===== config.mk =====
export PLATFORM = sky130hd
export DESIGN_NAME = idt_decoder
export DESIGN_NICKNAME = d
export VERILOG_FILES = /design/src/idt_pkg.sv /design/src/idt_attr_rom.sv /design/src/idt_decoder.sv
export VERILOG_INCLUDE_DIRS = /design/src
export SDC_FILE = /design/constraint.sdc
export NUM_CORES = 1
export LEC_CHECK = 0
export ABC_AREA = 1
export BUFFER_PORTS_ARGS = -buffer_cell sky130_fd_sc_hd__buf_2
export CORE_ASPECT_RATIO = 1.1
export CORE_MARGIN = 4
export CORE_UTILIZATION = 55
export CTS_CLUSTER_SIZE = 40
export DETAILED_ROUTE_END_ITERATION = 6
export PLACE_DENSITY = 0.82
export SYNTH_ARGS = -nofsm -noshare
export SYNTH_HDL_FRONTEND = slang
export SYNTH_SLANG_ARGS = --single-unit

===== constraint.sdc =====
create_clock -name core_clk -period 3.5 [get_ports core_clk]
set_clock_uncertainty 0.05 [all_clocks]
set_input_delay 0 -clock core_clk [delete_from_list [all_inputs] [get_ports core_clk]]
set_output_delay 0 -clock core_clk [all_outputs]
set_load 0.05 [all_outputs]

===== src/idt_params.svh =====
// Constants for the instruction decode and timing block: field positions,
// opcode map boundaries and cycle counts. Included by the package and every module file.
`ifndef IDT_PARAMS_SVH
`define IDT_PARAMS_SVH

`define IDT_WORD_W      24
`define IDT_OPC_W       8
`define IDT_OPC_HI      23
`define IDT_OPC_LO      16
`define IDT_REG_W       4
`define IDT_CYC_W       2
`define IDT_CYC_ONE     2'h1
`define IDT_CYC_TWO     2'h2
`define IDT_CYC_THREE   2'h3
`define IDT_SECOND_TOP  8'h00
`define IDT_WORKING_DEST 4'h0
`define IDT_AWB_REG     4'hD
`define IDT_PAIR_BASE   2'b01
`define IDT_PAIR_LAST   3'h5
// Opcode map: inclusive ranges
`define IDT_OP_NOP      8'h00
`define IDT_OP_BRA      8'h01
`define IDT_OP_RET_LO   8'h04
`define IDT_OP_RET_HI   8'h05
`define IDT_OP_TBL_HI   8'h07
`define IDT_OP_DBL_LO   8'h08
`define IDT_OP_DBL_PC   8'h09
`define IDT_OP_DBL_HI   8'h0A
`define IDT_OP_CND_HI   8'h0F
`define IDT_OP_BIT_HI   8'h1F
`define IDT_OP_SKP_LO   8'h18
`define IDT_OP_SKP_HI   8'h1B
`define IDT_OP_LIT_HI   8'h3F
`define IDT_OP_WRD_HI   8'h6F
`define IDT_OP_FIL_HI   8'h7F
`define IDT_OP_MOV_LO   8'h80
`define IDT_OP_DMV_HI   8'h81
`define IDT_OP_MOV_HI   8'h8F
`define IDT_OP_MAC_LO   8'hC0
`define IDT_OP_MAC_HI   8'hCF
`define IDT_OP_DSP_HI   8'hDF

`endif


===== src/idt_pkg.sv =====
// Types shared by the decoder and its attribute table.
// Assumes idt_params.svh is on the include path.
`include "idt_params.svh"

package idt_pkg;
  typedef enum logic [2:0] {
    CLS_NONE, CLS_WORD, CLS_FILE, CLS_BIT, CLS_LIT, CLS_MAC, CLS_DSP, CLS_CTRL
  } idt_class_t;

  typedef enum logic [1:0] {AWB_NONE, AWB_REG, AWB_POSTINC} idt_awb_t;

  typedef struct packed {
    idt_class_t               cls;
    logic                     two_word;
    logic                     pc_change;
    logic                     cond;
    logic                     skip;
    logic                     dword;
    logic [`IDT_CYC_W-1:0]    base_cyc;
    logic                     legal;
  } idt_attr_t;

  typedef struct packed {
    idt_class_t               cls;
    logic [`IDT_OPC_W-1:0]    opcode;
    logic                     two_word;
    logic [`IDT_REG_W-1:0]    base_operand_reg;
    logic [`IDT_REG_W-1:0]    source_operand_reg;
    logic [1:0]               src_mode;
    logic [`IDT_REG_W-1:0]    dest_operand_reg;
    logic [1:0]               dst_mode;
    logic [12:0]              file_addr;
    logic                     dest_is_file;
    logic [3:0]               bit_pos;
    logic                     bit_indirect;
    logic [7:0]               literal;
    logic                     acc_b;
    logic [`IDT_REG_W-1:0]    mul_m;
    logic [`IDT_REG_W-1:0]    mul_n;
    logic                     pair_ok;
    logic [`IDT_REG_W-1:0]    x_dest;
    logic [`IDT_REG_W-1:0]    y_dest;
    idt_awb_t                 accumulator_writeback_target;
    logic [`IDT_REG_W-1:0]    shift_count_reg;
    logic [5:0]               shift_lit;
    logic                     shift_is_lit;
    logic [1:0]               tbl_mode;
    logic [22:0]              prog_addr;
  } idt_dec_t;
endpackage


===== src/idt_attr_rom.sv =====
// Opcode attribute table: class, length and timing per 8-bit opcode.
// Read data is registered; the decoder reads it one clock after the address.
`timescale 1ns/10ps
`default_nettype none
`include "idt_params.svh"

module idt_attr_rom import idt_pkg::*; (
  // Clock and reset
  input  wire logic                  core_clk,
  input  wire logic                  rst_n,
  // Read port
  input  wire logic [`IDT_OPC_W-1:0] rd_addr,
  output var  idt_attr_t             rd_q
);

  function automatic idt_attr_t attr_of(input logic [`IDT_OPC_W-1:0] op);
    idt_attr_t a;
    a = '{cls: CLS_NONE, two_word: 1'b0, pc_change: 1'b0, cond: 1'b0, skip: 1'b0,
          dword: 1'b0, base_cyc: `IDT_CYC_ONE, legal: 1'b1};
    if (op == `IDT_OP_NOP) begin
      a.cls = CLS_NONE;
    end else if (op <= `IDT_OP_TBL_HI) begin
      // Branch, indirect call/jump, returns, table access: multi-cycle singles
      a.cls       = CLS_CTRL;
      a.pc_change = (op <= `IDT_OP_RET_HI);
      a.base_cyc  = (op >= `IDT_OP_RET_LO && op <= `IDT_OP_RET_HI) ?
                    `IDT_CYC_THREE : `IDT_CYC_TWO;
    end else if (op <= `IDT_OP_DBL_HI) begin
      a.cls       = CLS_CTRL;
      a.two_word  = 1'b1;
      a.pc_change = (op <= `IDT_OP_DBL_PC);
    end else if (op <= `IDT_OP_CND_HI) begin
      a.cls       = CLS_CTRL;
      a.cond      = 1'b1;
      a.pc_change = 1'b1;
    end else if (op <= `IDT_OP_BIT_HI) begin
      a.cls  = CLS_BIT;
      a.skip = (op >= `IDT_OP_SKP_LO && op <= `IDT_OP_SKP_HI);
    end else if (op <= `IDT_OP_LIT_HI) begin
      a.cls = CLS_LIT;
    end else if (op <= `IDT_OP_WRD_HI) begin
      a.cls = CLS_WORD;
    end else if (op <= `IDT_OP_FIL_HI) begin
      a.cls = CLS_FILE;
    end else if (op >= `IDT_OP_MOV_LO && op <= `IDT_OP_MOV_HI) begin
      a.cls   = CLS_WORD;
      a.dword = (op <= `IDT_OP_DMV_HI);
    end else if (op >= `IDT_OP_MAC_LO && op <= `IDT_OP_MAC_HI) begin
      a.cls = CLS_MAC;
    end else if (op > `IDT_OP_MAC_HI && op <= `IDT_OP_DSP_HI) begin
      a.cls = CLS_DSP;
    end else begin
      a.legal = 1'b0;
    end
    return a;
  endfunction

  always_ff @(posedge core_clk) begin
    if (!rst_n) begin
      rd_q <= attr_of(`IDT_OP_NOP);
    end else begin
      rd_q <= attr_of(rd_addr);
    end
  end

endmodule // idt_attr_rom

`default_nettype wire


===== src/idt_decoder.sv =====
// Instruction fetch/decode and cycle accounting for 24-bit program words.
// Assumes a program memory source on the same clock with valid/ready.
//
// Behaviour
// - Each program location is one 24-bit instruction word.
// - Single-word instruction has an 8-bit opcode plus operand fields.
// - Exactly three instructions take two locations; all others one.
// - Two-word instruction spans 48 bits; second word top byte is zero.
// - A lone second word executes as a no-operation.
// - Plain single-word instruction finishes in one instruction cycle.
// - True condition or program counter change costs two cycles.
// - Branch, indirect call/jump, table access, returns take two or three.
// - Taken skip costs two cycles, or three over a two-word instruction.
// - Double-width data moves take two cycles.
// - Two-location instructions complete in two cycles.
// - Seven instruction classes are recognised.
// - Working-register ops decode base, source and destination with modes.
// - File ops decode file address and destination file or W0.
// - Bit ops name register and bit from literal or base register.
// - Literal ops use base plus literal; separate destination optional.
// - Multiply class names accumulator, pair, prefetch dests, write-back.
// - Other signal ops name accumulator, operand, shift from reg or literal.
// - Control ops decode program address and table access mode.
// - Working-register fields select registers zero to fifteen.
// - Multiply pairs are distinct pairings from registers four to seven.
// - Write-back target is register thirteen or its post-increment memory.
// - Prefetch destination is one of registers four to seven.
`timescale 1ns/10ps
`default_nettype none
`include "idt_params.svh"

module idt_decoder import idt_pkg::*; (
  // Clock and reset
  input  wire logic                   core_clk,
  input  wire logic                   rst_n,
  // Program word stream
  input  wire logic                   instr_valid,
  input  wire logic [`IDT_WORD_W-1:0] instr_word,
  output logic                        instr_ready,
  // Condition result from execute
  input  wire logic                   cond_true,
  // Decode results
  output var  logic                   dec_valid_q,
  output var  idt_dec_t               dec_q,
  output var  logic                   inst_done_q,
  output var  logic [`IDT_CYC_W-1:0]  inst_cycles_q,
  output var  logic                   nop_cycle_q,
  output var  logic                   second_word_err_q,
  output var  logic                   illegal_op_q
);

  typedef enum logic [2:0] {
    ST_FETCH, ST_CLASS, ST_SECOND, ST_NOP, ST_SKIP, ST_SKIP_CLASS, ST_SKIP_SECOND
  } idt_state_t;

  idt_state_t              state_q;
  logic [`IDT_WORD_W-1:0]  word_q;
  logic [`IDT_CYC_W-1:0]   nop_left_q;
  logic [`IDT_OPC_W-1:0]   rom_addr;
  idt_attr_t               attr;
  logic                    accept;
  logic                    skip_go;
  logic [`IDT_CYC_W-1:0]   cyc_n;

  // ----------------------------------------------------------------
  // Helper functions
  // ----------------------------------------------------------------
  function automatic logic [`IDT_OPC_W-1:0] opc(input logic [`IDT_WORD_W-1:0] w);
    return w[`IDT_OPC_HI:`IDT_OPC_LO];
  endfunction

  // Cycles of a non-skip single-word instruction
  function automatic logic [`IDT_CYC_W-1:0] cyc_of(input idt_attr_t a, input logic c);
    if (a.base_cyc != `IDT_CYC_ONE) begin
      return a.base_cyc;
    end else if (a.dword) begin
      return `IDT_CYC_TWO;
    end else if (a.cond && c) begin
      return `IDT_CYC_TWO;
    end else if (a.pc_change && !a.cond) begin
      return `IDT_CYC_TWO;
    end
    return `IDT_CYC_ONE;
  endfunction

  // Pair code 0..5 maps to the six distinct pairings of W4..W7
  function automatic logic [3:0] pair_of(input logic [2:0] code);
    case (code)
      3'h0:    return 4'b00_01;
      3'h1:    return 4'b00_10;
      3'h2:    return 4'b00_11;
      3'h3:    return 4'b01_10;
      3'h4:    return 4'b01_11;
      3'h5:    return 4'b10_11;
      default: return 4'b00_01;
    endcase
  endfunction

  function automatic idt_dec_t decode(input idt_attr_t a,
                                      input logic [`IDT_WORD_W-1:0] w,
                                      input logic [`IDT_WORD_W-1:0] x);
    idt_dec_t   d;
    logic [3:0] pr;
    d          = '0;
    pr         = pair_of(w[14:12]);
    d.cls      = a.cls;
    d.opcode   = opc(w);
    d.two_word = a.two_word;
    case (a.cls)
      CLS_WORD: begin
        d.base_operand_reg   = w[15:12];
        d.dst_mode           = w[11:10];
        d.dest_operand_reg   = w[9:6];
        d.src_mode           = w[5:4];
        d.source_operand_reg = w[3:0];
      end
      CLS_FILE: begin
        d.file_addr    = w[12:0];
        d.dest_is_file = w[13];
        d.dest_operand_reg = w[13] ? 4'h0 : `IDT_WORKING_DEST;
      end
      CLS_BIT: begin
        if (d.opcode[0]) begin
          // File target: bit position only from the literal
          d.file_addr = {1'b0, w[11:0]};
          d.bit_pos   = w[15:12];
        end else begin
          d.bit_indirect       = w[11];
          d.base_operand_reg   = w[11] ? w[15:12] : 4'h0;
          d.bit_pos            = w[11] ? 4'h0 : w[15:12];
          d.src_mode           = w[5:4];
          d.source_operand_reg = w[3:0];
        end
      end
      CLS_LIT: begin
        d.literal          = w[15:8];
        d.base_operand_reg = w[3:0];
        d.dest_operand_reg = d.opcode[0] ? w[7:4] : w[3:0];
      end
      CLS_MAC: begin
        d.acc_b   = w[15];
        d.pair_ok = (w[14:12] <= `IDT_PAIR_LAST);
        d.mul_m   = {`IDT_PAIR_BASE, pr[3:2]};
        d.mul_n   = {`IDT_PAIR_BASE, pr[1:0]};
        d.x_dest  = {`IDT_PAIR_BASE, w[11:10]};
        d.y_dest  = {`IDT_PAIR_BASE, w[9:8]};
        case (w[1:0])
          2'h1:    d.accumulator_writeback_target = AWB_REG;
          2'h2:    d.accumulator_writeback_target = AWB_POSTINC;
          default: d.accumulator_writeback_target = AWB_NONE;
        endcase
        if (w[1:0] == 2'h1 || w[1:0] == 2'h2) begin
          d.dest_operand_reg = `IDT_AWB_REG;
        end
      end
      CLS_DSP: begin
        d.acc_b              = w[15];
        d.shift_is_lit       = w[14];
        d.shift_lit          = w[13:8];
        d.shift_count_reg    = w[11:8];
        d.src_mode           = w[5:4];
        d.source_operand_reg = w[3:0];
        d.dest_operand_reg   = w[3:0];
      end
      CLS_CTRL: begin
        d.tbl_mode  = w[15:14];
        // Long address: low 16 bits here, upper bits from the second word
        d.prog_addr = a.two_word ? {x[6:0], w[15:0]} : {7'h00, w[15:0]};
      end
      default: begin
        d.cls = CLS_NONE;
      end
    endcase
    return d;
  endfunction

  // ----------------------------------------------------------------
  // Handshake and attribute lookup
  // ----------------------------------------------------------------
  always_comb begin
    instr_ready = (state_q == ST_FETCH) || (state_q == ST_SECOND) ||
                  (state_q == ST_SKIP) || (state_q == ST_SKIP_SECOND);
    accept      = instr_valid && instr_ready;
    // Hold the first word's opcode so its attributes stay valid across
    // the wait for the second word
    rom_addr    = (state_q == ST_FETCH || state_q == ST_SKIP) ?
                  opc(instr_word) : opc(word_q);
    skip_go     = attr.skip && cond_true;
    cyc_n       = cyc_of(attr, cond_true);
  end

  idt_attr_rom u_attr_rom (
    .core_clk (core_clk),
    .rst_n    (rst_n),
    .rd_addr  (rom_addr),
    .rd_q     (attr)
  );

  // ----------------------------------------------------------------
  // Sequencer
  // ----------------------------------------------------------------
  always_ff @(posedge core_clk) begin
    if (!rst_n) begin
      state_q <= ST_FETCH;
    end else begin
      case (state_q)
        ST_FETCH: begin
          if (accept) state_q <= ST_CLASS;
        end
        ST_CLASS: begin
          if (!attr.legal) begin
            state_q <= ST_FETCH;
          end else if (attr.two_word) begin
            state_q <= ST_SECOND;
          end else if (skip_go) begin
            state_q <= ST_SKIP;
          end else if (cyc_n != `IDT_CYC_ONE) begin
            state_q <= ST_NOP;
          end else begin
            state_q <= ST_FETCH;
          end
        end
        ST_SECOND: begin
          if (accept) state_q <= ST_FETCH;
        end
        ST_NOP: begin
          if (nop_left_q == `IDT_CYC_ONE) state_q <= ST_FETCH;
        end
        ST_SKIP: begin
          if (accept) state_q <= ST_SKIP_CLASS;
        end
        ST_SKIP_CLASS: begin
          state_q <= attr.two_word ? ST_SKIP_SECOND : ST_FETCH;
        end
        ST_SKIP_SECOND: begin
          if (accept) state_q <= ST_FETCH;
        end
        default: state_q <= ST_FETCH;
      endcase
    end
  end

  // First word capture; skipped words are captured only to classify them
  always_ff @(posedge core_clk) begin
    if (!rst_n) begin
      word_q <= 24'h000000;
    end else if (accept && state_q != ST_SECOND && state_q != ST_SKIP_SECOND) begin
      word_q <= instr_word;
    end
  end

  // ----------------------------------------------------------------
  // Cycle accounting
  // ----------------------------------------------------------------
  always_ff @(posedge core_clk) begin
    if (!rst_n) begin
      inst_cycles_q <= 2'h0;
      nop_left_q    <= 2'h0;
    end else begin
      case (state_q)
        ST_CLASS: begin
          inst_cycles_q <= `IDT_CYC_ONE;
          nop_left_q    <= cyc_n - `IDT_CYC_ONE;
        end
        ST_SECOND: begin
          if (accept) inst_cycles_q <= `IDT_CYC_TWO;
        end
        ST_NOP: begin
          inst_cycles_q <= inst_cycles_q + `IDT_CYC_ONE;
          nop_left_q    <= nop_left_q - `IDT_CYC_ONE;
        end
        ST_SKIP, ST_SKIP_SECOND: begin
          if (accept) inst_cycles_q <= inst_cycles_q + `IDT_CYC_ONE;
        end
        default: begin
          nop_left_q <= nop_left_q;
        end
      endcase
    end
  end

  // ----------------------------------------------------------------
  // Result pulses and decoded fields
  // ----------------------------------------------------------------
  always_ff @(posedge core_clk) begin
    if (!rst_n) begin
      dec_valid_q <= 1'b0;
      dec_q       <= '0;
    end else begin
      dec_valid_q <= (state_q == ST_CLASS && attr.legal && !attr.two_word) ||
                     (state_q == ST_SECOND && accept);
      if (state_q == ST_CLASS && attr.legal && !attr.two_word) begin
        dec_q <= decode(attr, word_q, 24'h000000);
      end else if (state_q == ST_SECOND && accept) begin
        dec_q <= decode(attr, word_q, instr_word);
      end
    end
  end

  always_ff @(posedge core_clk) begin
    if (!rst_n) begin
      inst_done_q       <= 1'b0;
      nop_cycle_q       <= 1'b0;
      second_word_err_q <= 1'b0;
      illegal_op_q      <= 1'b0;
    end else begin
      inst_done_q <= (state_q == ST_CLASS && (!attr.legal || (!attr.two_word &&
                      !skip_go && cyc_n == `IDT_CYC_ONE))) ||
                     (state_q == ST_NOP && nop_left_q == `IDT_CYC_ONE) ||
                     (state_q == ST_SKIP_CLASS && !attr.two_word) ||
                     ((state_q == ST_SECOND || state_q == ST_SKIP_SECOND) && accept);
      // Extra cycles run as no-operations, including skipped words
      nop_cycle_q <= (state_q == ST_NOP) ||
                     ((state_q == ST_SKIP || state_q == ST_SKIP_SECOND) && accept);
      // A second word whose top byte is not zero is malformed
      second_word_err_q <= state_q == ST_SECOND && accept &&
                           opc(instr_word) != `IDT_SECOND_TOP;
      illegal_op_q <= state_q == ST_CLASS && !attr.legal;
    end
  end

  logic plain_single;
  assign plain_single = state_q == ST_CLASS && attr.legal && !attr.two_word &&
                        !attr.skip && !attr.dword && !attr.pc_change &&
                        attr.base_cyc == 2'h1;
endmodule // idt_decoder

`default_nettype wire


Word-level counts from Yosys, hierarchy flattened
Index checks and enable logic that the tools add are counted.
Word-level totals
  input port bits: 28
  memories kept: 0
  word-level logic and storage cells: 228
  flip-flop bits (word level): 158
  bits in read-only memories: 0
  bits in latches: 0
  memory bits (writable): 0
Operators by class
  order comparisons: 20
  $mul: 0
  equal/unequal tests: 32
  add/subtract/negate cells: 3
  multiplexer cells: 67
  reduce and logical (&&, ||, !) cells: 60
  shift-type cells: 0
  bitwise operators: 4
  divide/modulo/power cells: 0
Operators with widths (number)
  two-way mux 111 bit: 2
  two-way mux 3 bit: 19
  two-way mux 25 bit: 2
  less-or-equal comparator 8 bit, second input constant: 4
  == test 3 bit, second input constant: 9
  one-hot mux 13 bit (2 select lines): 1
  less-or-equal comparator 8 x 4 -> 1 bit, second input constant: 3
  logical AND 1 bit: 23
  two-way mux 23 bit: 1
  two-way mux 2 bit: 10
  two-way mux 4 bit: 5
  one-hot mux 4 bit (5 select lines): 1
  == test 3 x 2 -> 1 bit, second input constant: 6
  two-way mux 18 bit: 1
  one-hot mux 3 bit (6 select lines): 1
  >= comparator 8 bit, second input constant: 2
  less-or-equal comparator 8 x 3 -> 1 bit, second input constant: 2
  less-or-equal comparator 8 x 5 -> 1 bit, second input constant: 2
  less-or-equal comparator 8 x 7 -> 1 bit, second input constant: 2
  two-way mux 8 bit: 2
  one-hot mux 4 bit (4 select lines): 1
  logical OR 1 bit: 13
  two-way mux 1 bit: 12
  two-way mux 12 bit: 1
  37 further kinds: 61

Logic depth before layout (Yosys ltp)
  word-level depth: 15
  mapped depth: 12

Hierarchy
Synthesis repeated with hierarchy kept, for this count alone.
Second synthesis, totals
  cells, all modules: 789
  area, all modules: 6045.8 um^2
By module, submodules not included
  idt_decoder: area an instance 5540.3 um^2, times used 1, cells an instance 719
  idt_attr_rom: area an instance 505.5 um^2, times used 1, cells an instance 70

Worst setup path before layout
No wires, ideal clock.
  kind: reg2reg
  from: register state_q[0]
  to: register dec_q[55] (netlist name)
  library setup time: 0.117 ns
  buffers on the path: 2
  stages on the path, launching flop included: 11
  slack: 1.818 ns
  arrival time: 1.516 ns
  cells stage by stage: dfxtp_1 inv_2 nand2_4 nor2_8 inv_4 nand2_4 inv_4 buf_6 buf_6 nand3_1 o21ai_2
Between the ends
  word-level cells in the longest chain between the ends: 7
  elaborated cells on any way between the ends: 14
  those cells by class: eq/ne: 4; mux: 1; reduce/logical: 9
RTL lines
  start: declaration: RTL line idt_decoder.sv:56  | idt_state_t state_q;
  start signal: assignment: RTL line idt_decoder.sv:233  | state_q <= attr.two_word ? ST_SKIP_SECOND : ST_FETCH;
  == test 3 x 2 -> 1 bit or zero test 3 bit (tied branches): RTL line idt_decoder.sv:181  | instr_ready = (state_q == ST_FETCH) || (state_q == ST_SECOND) ||
  logical OR 1 bit (2 in a row): RTL line idt_decoder.sv:181
  logical OR 1 bit *: RTL line idt_decoder.sv:182  | (state_q == ST_SKIP) || (state_q == ST_SKIP_SECOND);
  net instr_ready: RTL line idt_decoder.sv:39  | output logic instr_ready,
  logical AND 1 bit *: RTL line idt_decoder.sv:183  | accept = instr_valid && instr_ready;
  logical AND 1 bit *: RTL line idt_decoder.sv:294  | end else if (state_q == ST_SECOND && accept) begin
  nonzero test 2 bit (no source line) *
  end signal: assignment: RTL line idt_decoder.sv:293  | dec_q <= decode(attr, word_q, 24'h000000);
  end signal: assignment: RTL line idt_decoder.sv:295  | dec_q <= decode(attr, word_q, instr_word);
  end: declaration: RTL line idt_decoder.sv:44  | output var idt_dec_t dec_q,
The timed path passes the listed nets; every way through them passes the cells marked *.
A chain may end at the register's enable or synchronous reset.

Worst setup path in the final report
  from: register state_q[0]
  to: register word_q[2]
Between the ends
  word-level cells in the longest chain between the ends: 7
  elaborated cells on any way between the ends: 12
  those cells by class: eq/ne: 5; reduce/logical: 7
RTL lines
  == test 3 x 2 -> 1 bit or zero test 3 bit (tied branches): RTL line idt_decoder.sv:181
  logical OR 1 bit (2 in a row): RTL line idt_decoder.sv:181
  logical OR 1 bit: RTL line idt_decoder.sv:182
  logical AND 1 bit: RTL line idt_decoder.sv:183
  logical AND 1 bit: RTL line idt_decoder.sv:247  | end else if (accept && state_q != ST_SECOND && state_q != ST_SKIP_SECOND) begin
  logical AND 1 bit *: RTL line idt_decoder.sv:247
  end signal: assignment: RTL line idt_decoder.sv:248  | word_q <= instr_word;
  end: declaration: RTL line idt_decoder.sv:57  | logic [`IDT_WORD_W-1:0] word_q;
Every way passes the cells marked *; elsewhere a longest branch is shown, timed or not.

==> metrics <==
leading area contributor after synthesis=dfxtp_1; antenna violations before repair=0; total number of vias=approximately 6000; Core ar.=0.0110 mm^2; CTS Sinks=145; pre-CTS setup slack=0.797 ns; Routed WL per cell=15.6 um; grt total ovfl=0; crit path buf inv count=2; worst setup path class=reg -> reg; ranking of synthesized cells by area=dfxtp_1 (47%), nand2_1 (12%), nand3_1 (6.7%); first-pass GRT wire length=28000 um; Max VDD drop=357 uV; number of global-route vias before repair=5769; Tot GR Track Use=27.1%; CTS Buffer Depth=2; sequential-to-total area share from yosys stat=a little under half; drt drc=0; highest clock rate=347 MHz; Critical Path Max Stage Delay=0.74 ns; final hold slack=roughly 0.042 ns; Post-DRT Antenna Nets=0; Initial Util=56.4%; Syn Area/Cell=7.49 um^2; slew margin rel.=33.1%; root buffer cell=clkbuf_16; Synth warnings=0; reg2reg setup slack=between 0.6 and 0.7 ns; Worst Max-Slew Pin Slew=between 1 and 1.5 ns; Detailed Routing Iterations Pass 1=6; CP Data Required Time=3.70 ns; RSZ-0062 raised after global routing=no; area grow syn2layout=22.7%; share of the synthesized area in the top cell type=47.0%; Final GP Congestion=between 0.9 and 1; crit path max fanout=35; Pwr Density=approximately 560 mW/mm^2; drt via density=5.46; Die Width=109 um; 1st-iter DRT viols=522; status=finished, final reports clean; cts repair resizes=0; synthesized cell area=0.00618 mm^2; Pins Over Slew Limit=0; n_diodes=0; Post-Layout Inst Area=0.00758 mm^2; most frequent cells in the layout=nand2_1 (201), dfxtp_1 (145), buf_2 (142), nand3_1 (83), o21ai_0 (78); synthesized netlist cell count=825; Worst Setup Slack, final=0.620 ns; Num CTS Buffers=17; # rows=40; die area=around 0.013 mm^2; Final Hold Viols=0; # nets final=987; worst path cell trace=inv_2 > nand2_4 > nor2_1 > inv_1 > o21ai_0 > a21oi_1; post-synth cell types=34; layout cells sized above 1=21.5%; htree depth=4; Post-Route Setup TNS=0 ns; CP Launch Type=flip-flop; die height=119 um; Util after Layout=between 60 and 70%; CP delay by family, top=buffers and inverters; dpl cell area=0.00675 mm^2; Leakage=3.31 nW; drt total wl=17400 um; detailed placement HPWL=11400 um; Final min period=2.88 ns; crit path max-delay cell type=nor2_1; Max Cap Violations=0; Seq cells post-synth=145; Worst-path clk slew=0.06 ns; Ports=147; most common cell after layout, fill and taps aside=nand2_1; Worst setup EP type=flip-flop; CTS tree=built; largest net degree at the start of global routing=between 80 and 90; HP Class=in -> reg; Clk Latency, worst-skew pair=0.41 ns; Tcrit/Tclk final=82.3%; Worst EP arrival=3.08 ns; Buffers on Ports=142; final setup fails=0
## metrics by stage
| stage | total power, mW | instances |
|---|---|---|
| finish | 4.21 | 1113 |
| global route | 4.36 | 1113 |
| CTS | 4.21 | 1113 |
| detailed placement | 2.41 | 1058 |
| global placement | 2.41 | 1058 |
| floorplan | 2.29 | 828 |
## kinds of logic (layout without fill, tap and decap cells)
| logic type | after synthesis | count (layout) | share of synthesized area, % |
|---|---|---|---|
| flops | 145 | 145 | 47.0 |
| buf+inv | 119 | 257 | 9.52 |
| compound gates | 188 | 188 | 16.0 |
| simple gates | 368 | 368 | 26.6 |
| fa+ha+maj | 4 | 4 | 0.810 |
| other cells | 1 | 4 | 0.0607 |
## report_power, final
| part | switching [mW] | total (mW) | internal [mW] |
|---|---|---|---|
| Sequential | 0.0778 | 1.80 | 1.72 |
| Combinational | 0.466 | 0.622 | 0.156 |
| Clock | 0.668 | 1.80 | 1.13 |
| Total | 1.21 | 4.21 | 3.00 |
## state kept, by name, summed over array words and instances (netlist names)
register,flops
inst_done_q,1
nop_cycle_q,1
illegal_op_q,1
u_attr_rom.rd_q,11
nop_left_q,2
second_word_err_q,1
word_q,24
dec_q,98
dec_valid_q,1
state_q,3
inst_cycles_q,2
## Yosys cell counts
| cell type | number |
|---|---|
| nand2_4 | 5 |
| a21oi_1 | 72 |
| nand4_1 | 14 |
| o211ai_1 | 1 |
| o2111ai_1 | 1 |
| nand3_4 | 1 |
| nor3_1 | 3 |
| ha_1 | 4 |
| nor2_8 | 2 |
| nand3b_1 | 1 |
| nand3_1 | 83 |
| inv_4 | 2 |
| inv_2 | 2 |
| nor2_4 | 1 |
| clkinv_1 | 1 |
| buf_2 | 12 |
| nor2_2 | 2 |
| buf_1 | 6 |
| clkbuf_2 | 4 |
| o21ai_0 | 78 |
| nand2_2 | 9 |
| buf_6 | 7 |
| clkbuf_1 | 18 |
| nor2_1 | 46 |
| dfxtp_1 | 145 |
| a41oi_1 | 1 |
| a22oi_1 | 1 |
| conb_1 | 1 |
| nand2_1 | 201 |
| buf_4 | 17 |
| o22ai_1 | 1 |
| inv_1 | 50 |
| o21ai_2 | 9 |
| o21ai_1 | 24 |
## metal layers
layer / vias up / wire (um) / track usage, %
li1: 2966 / - / -
met1: 2806 / 6660 / 32.3
met2: 263 / 8910 / 47.0
met3: 41 / 1400 / 6.07
met4: 0 / 448 / 9.79
met5: - / 0 / 0
## repair_timing
action | 4_1_cts | 5_1_grt
hold buffers | 25 | 0
buffers inserted | 0 | 0
hold endpoints to repair | 37 | 0
## final timing paths
check / start / end / cells after the start
worst max register to register: state_q[0] / word_q[2] / 6
worst min-delay path: rst_n / nop_left_q[1] / 3
worst min register to register: dec_q[16] / dec_q[16] / 2
worst max-delay path: state_q[0] / word_q[2] / 6
## cell type report
type / count / area, um^2
clock buffer: 20 / 447
sequential: 145 / 2900
tap: 147 / 184
clock inverter: 10 / 136
timing repair buffer: 172 / 998
multi-input combinational: 564 / 2700
inverter: 55 / 211
fill: 880 / 3380
## worst min-delay path: stages
cell,delay (ns)
buf_2,0.28
nand2_1,0.14
inv_1,0.03
Note: power is estimated with default switching activity, not from simulation.
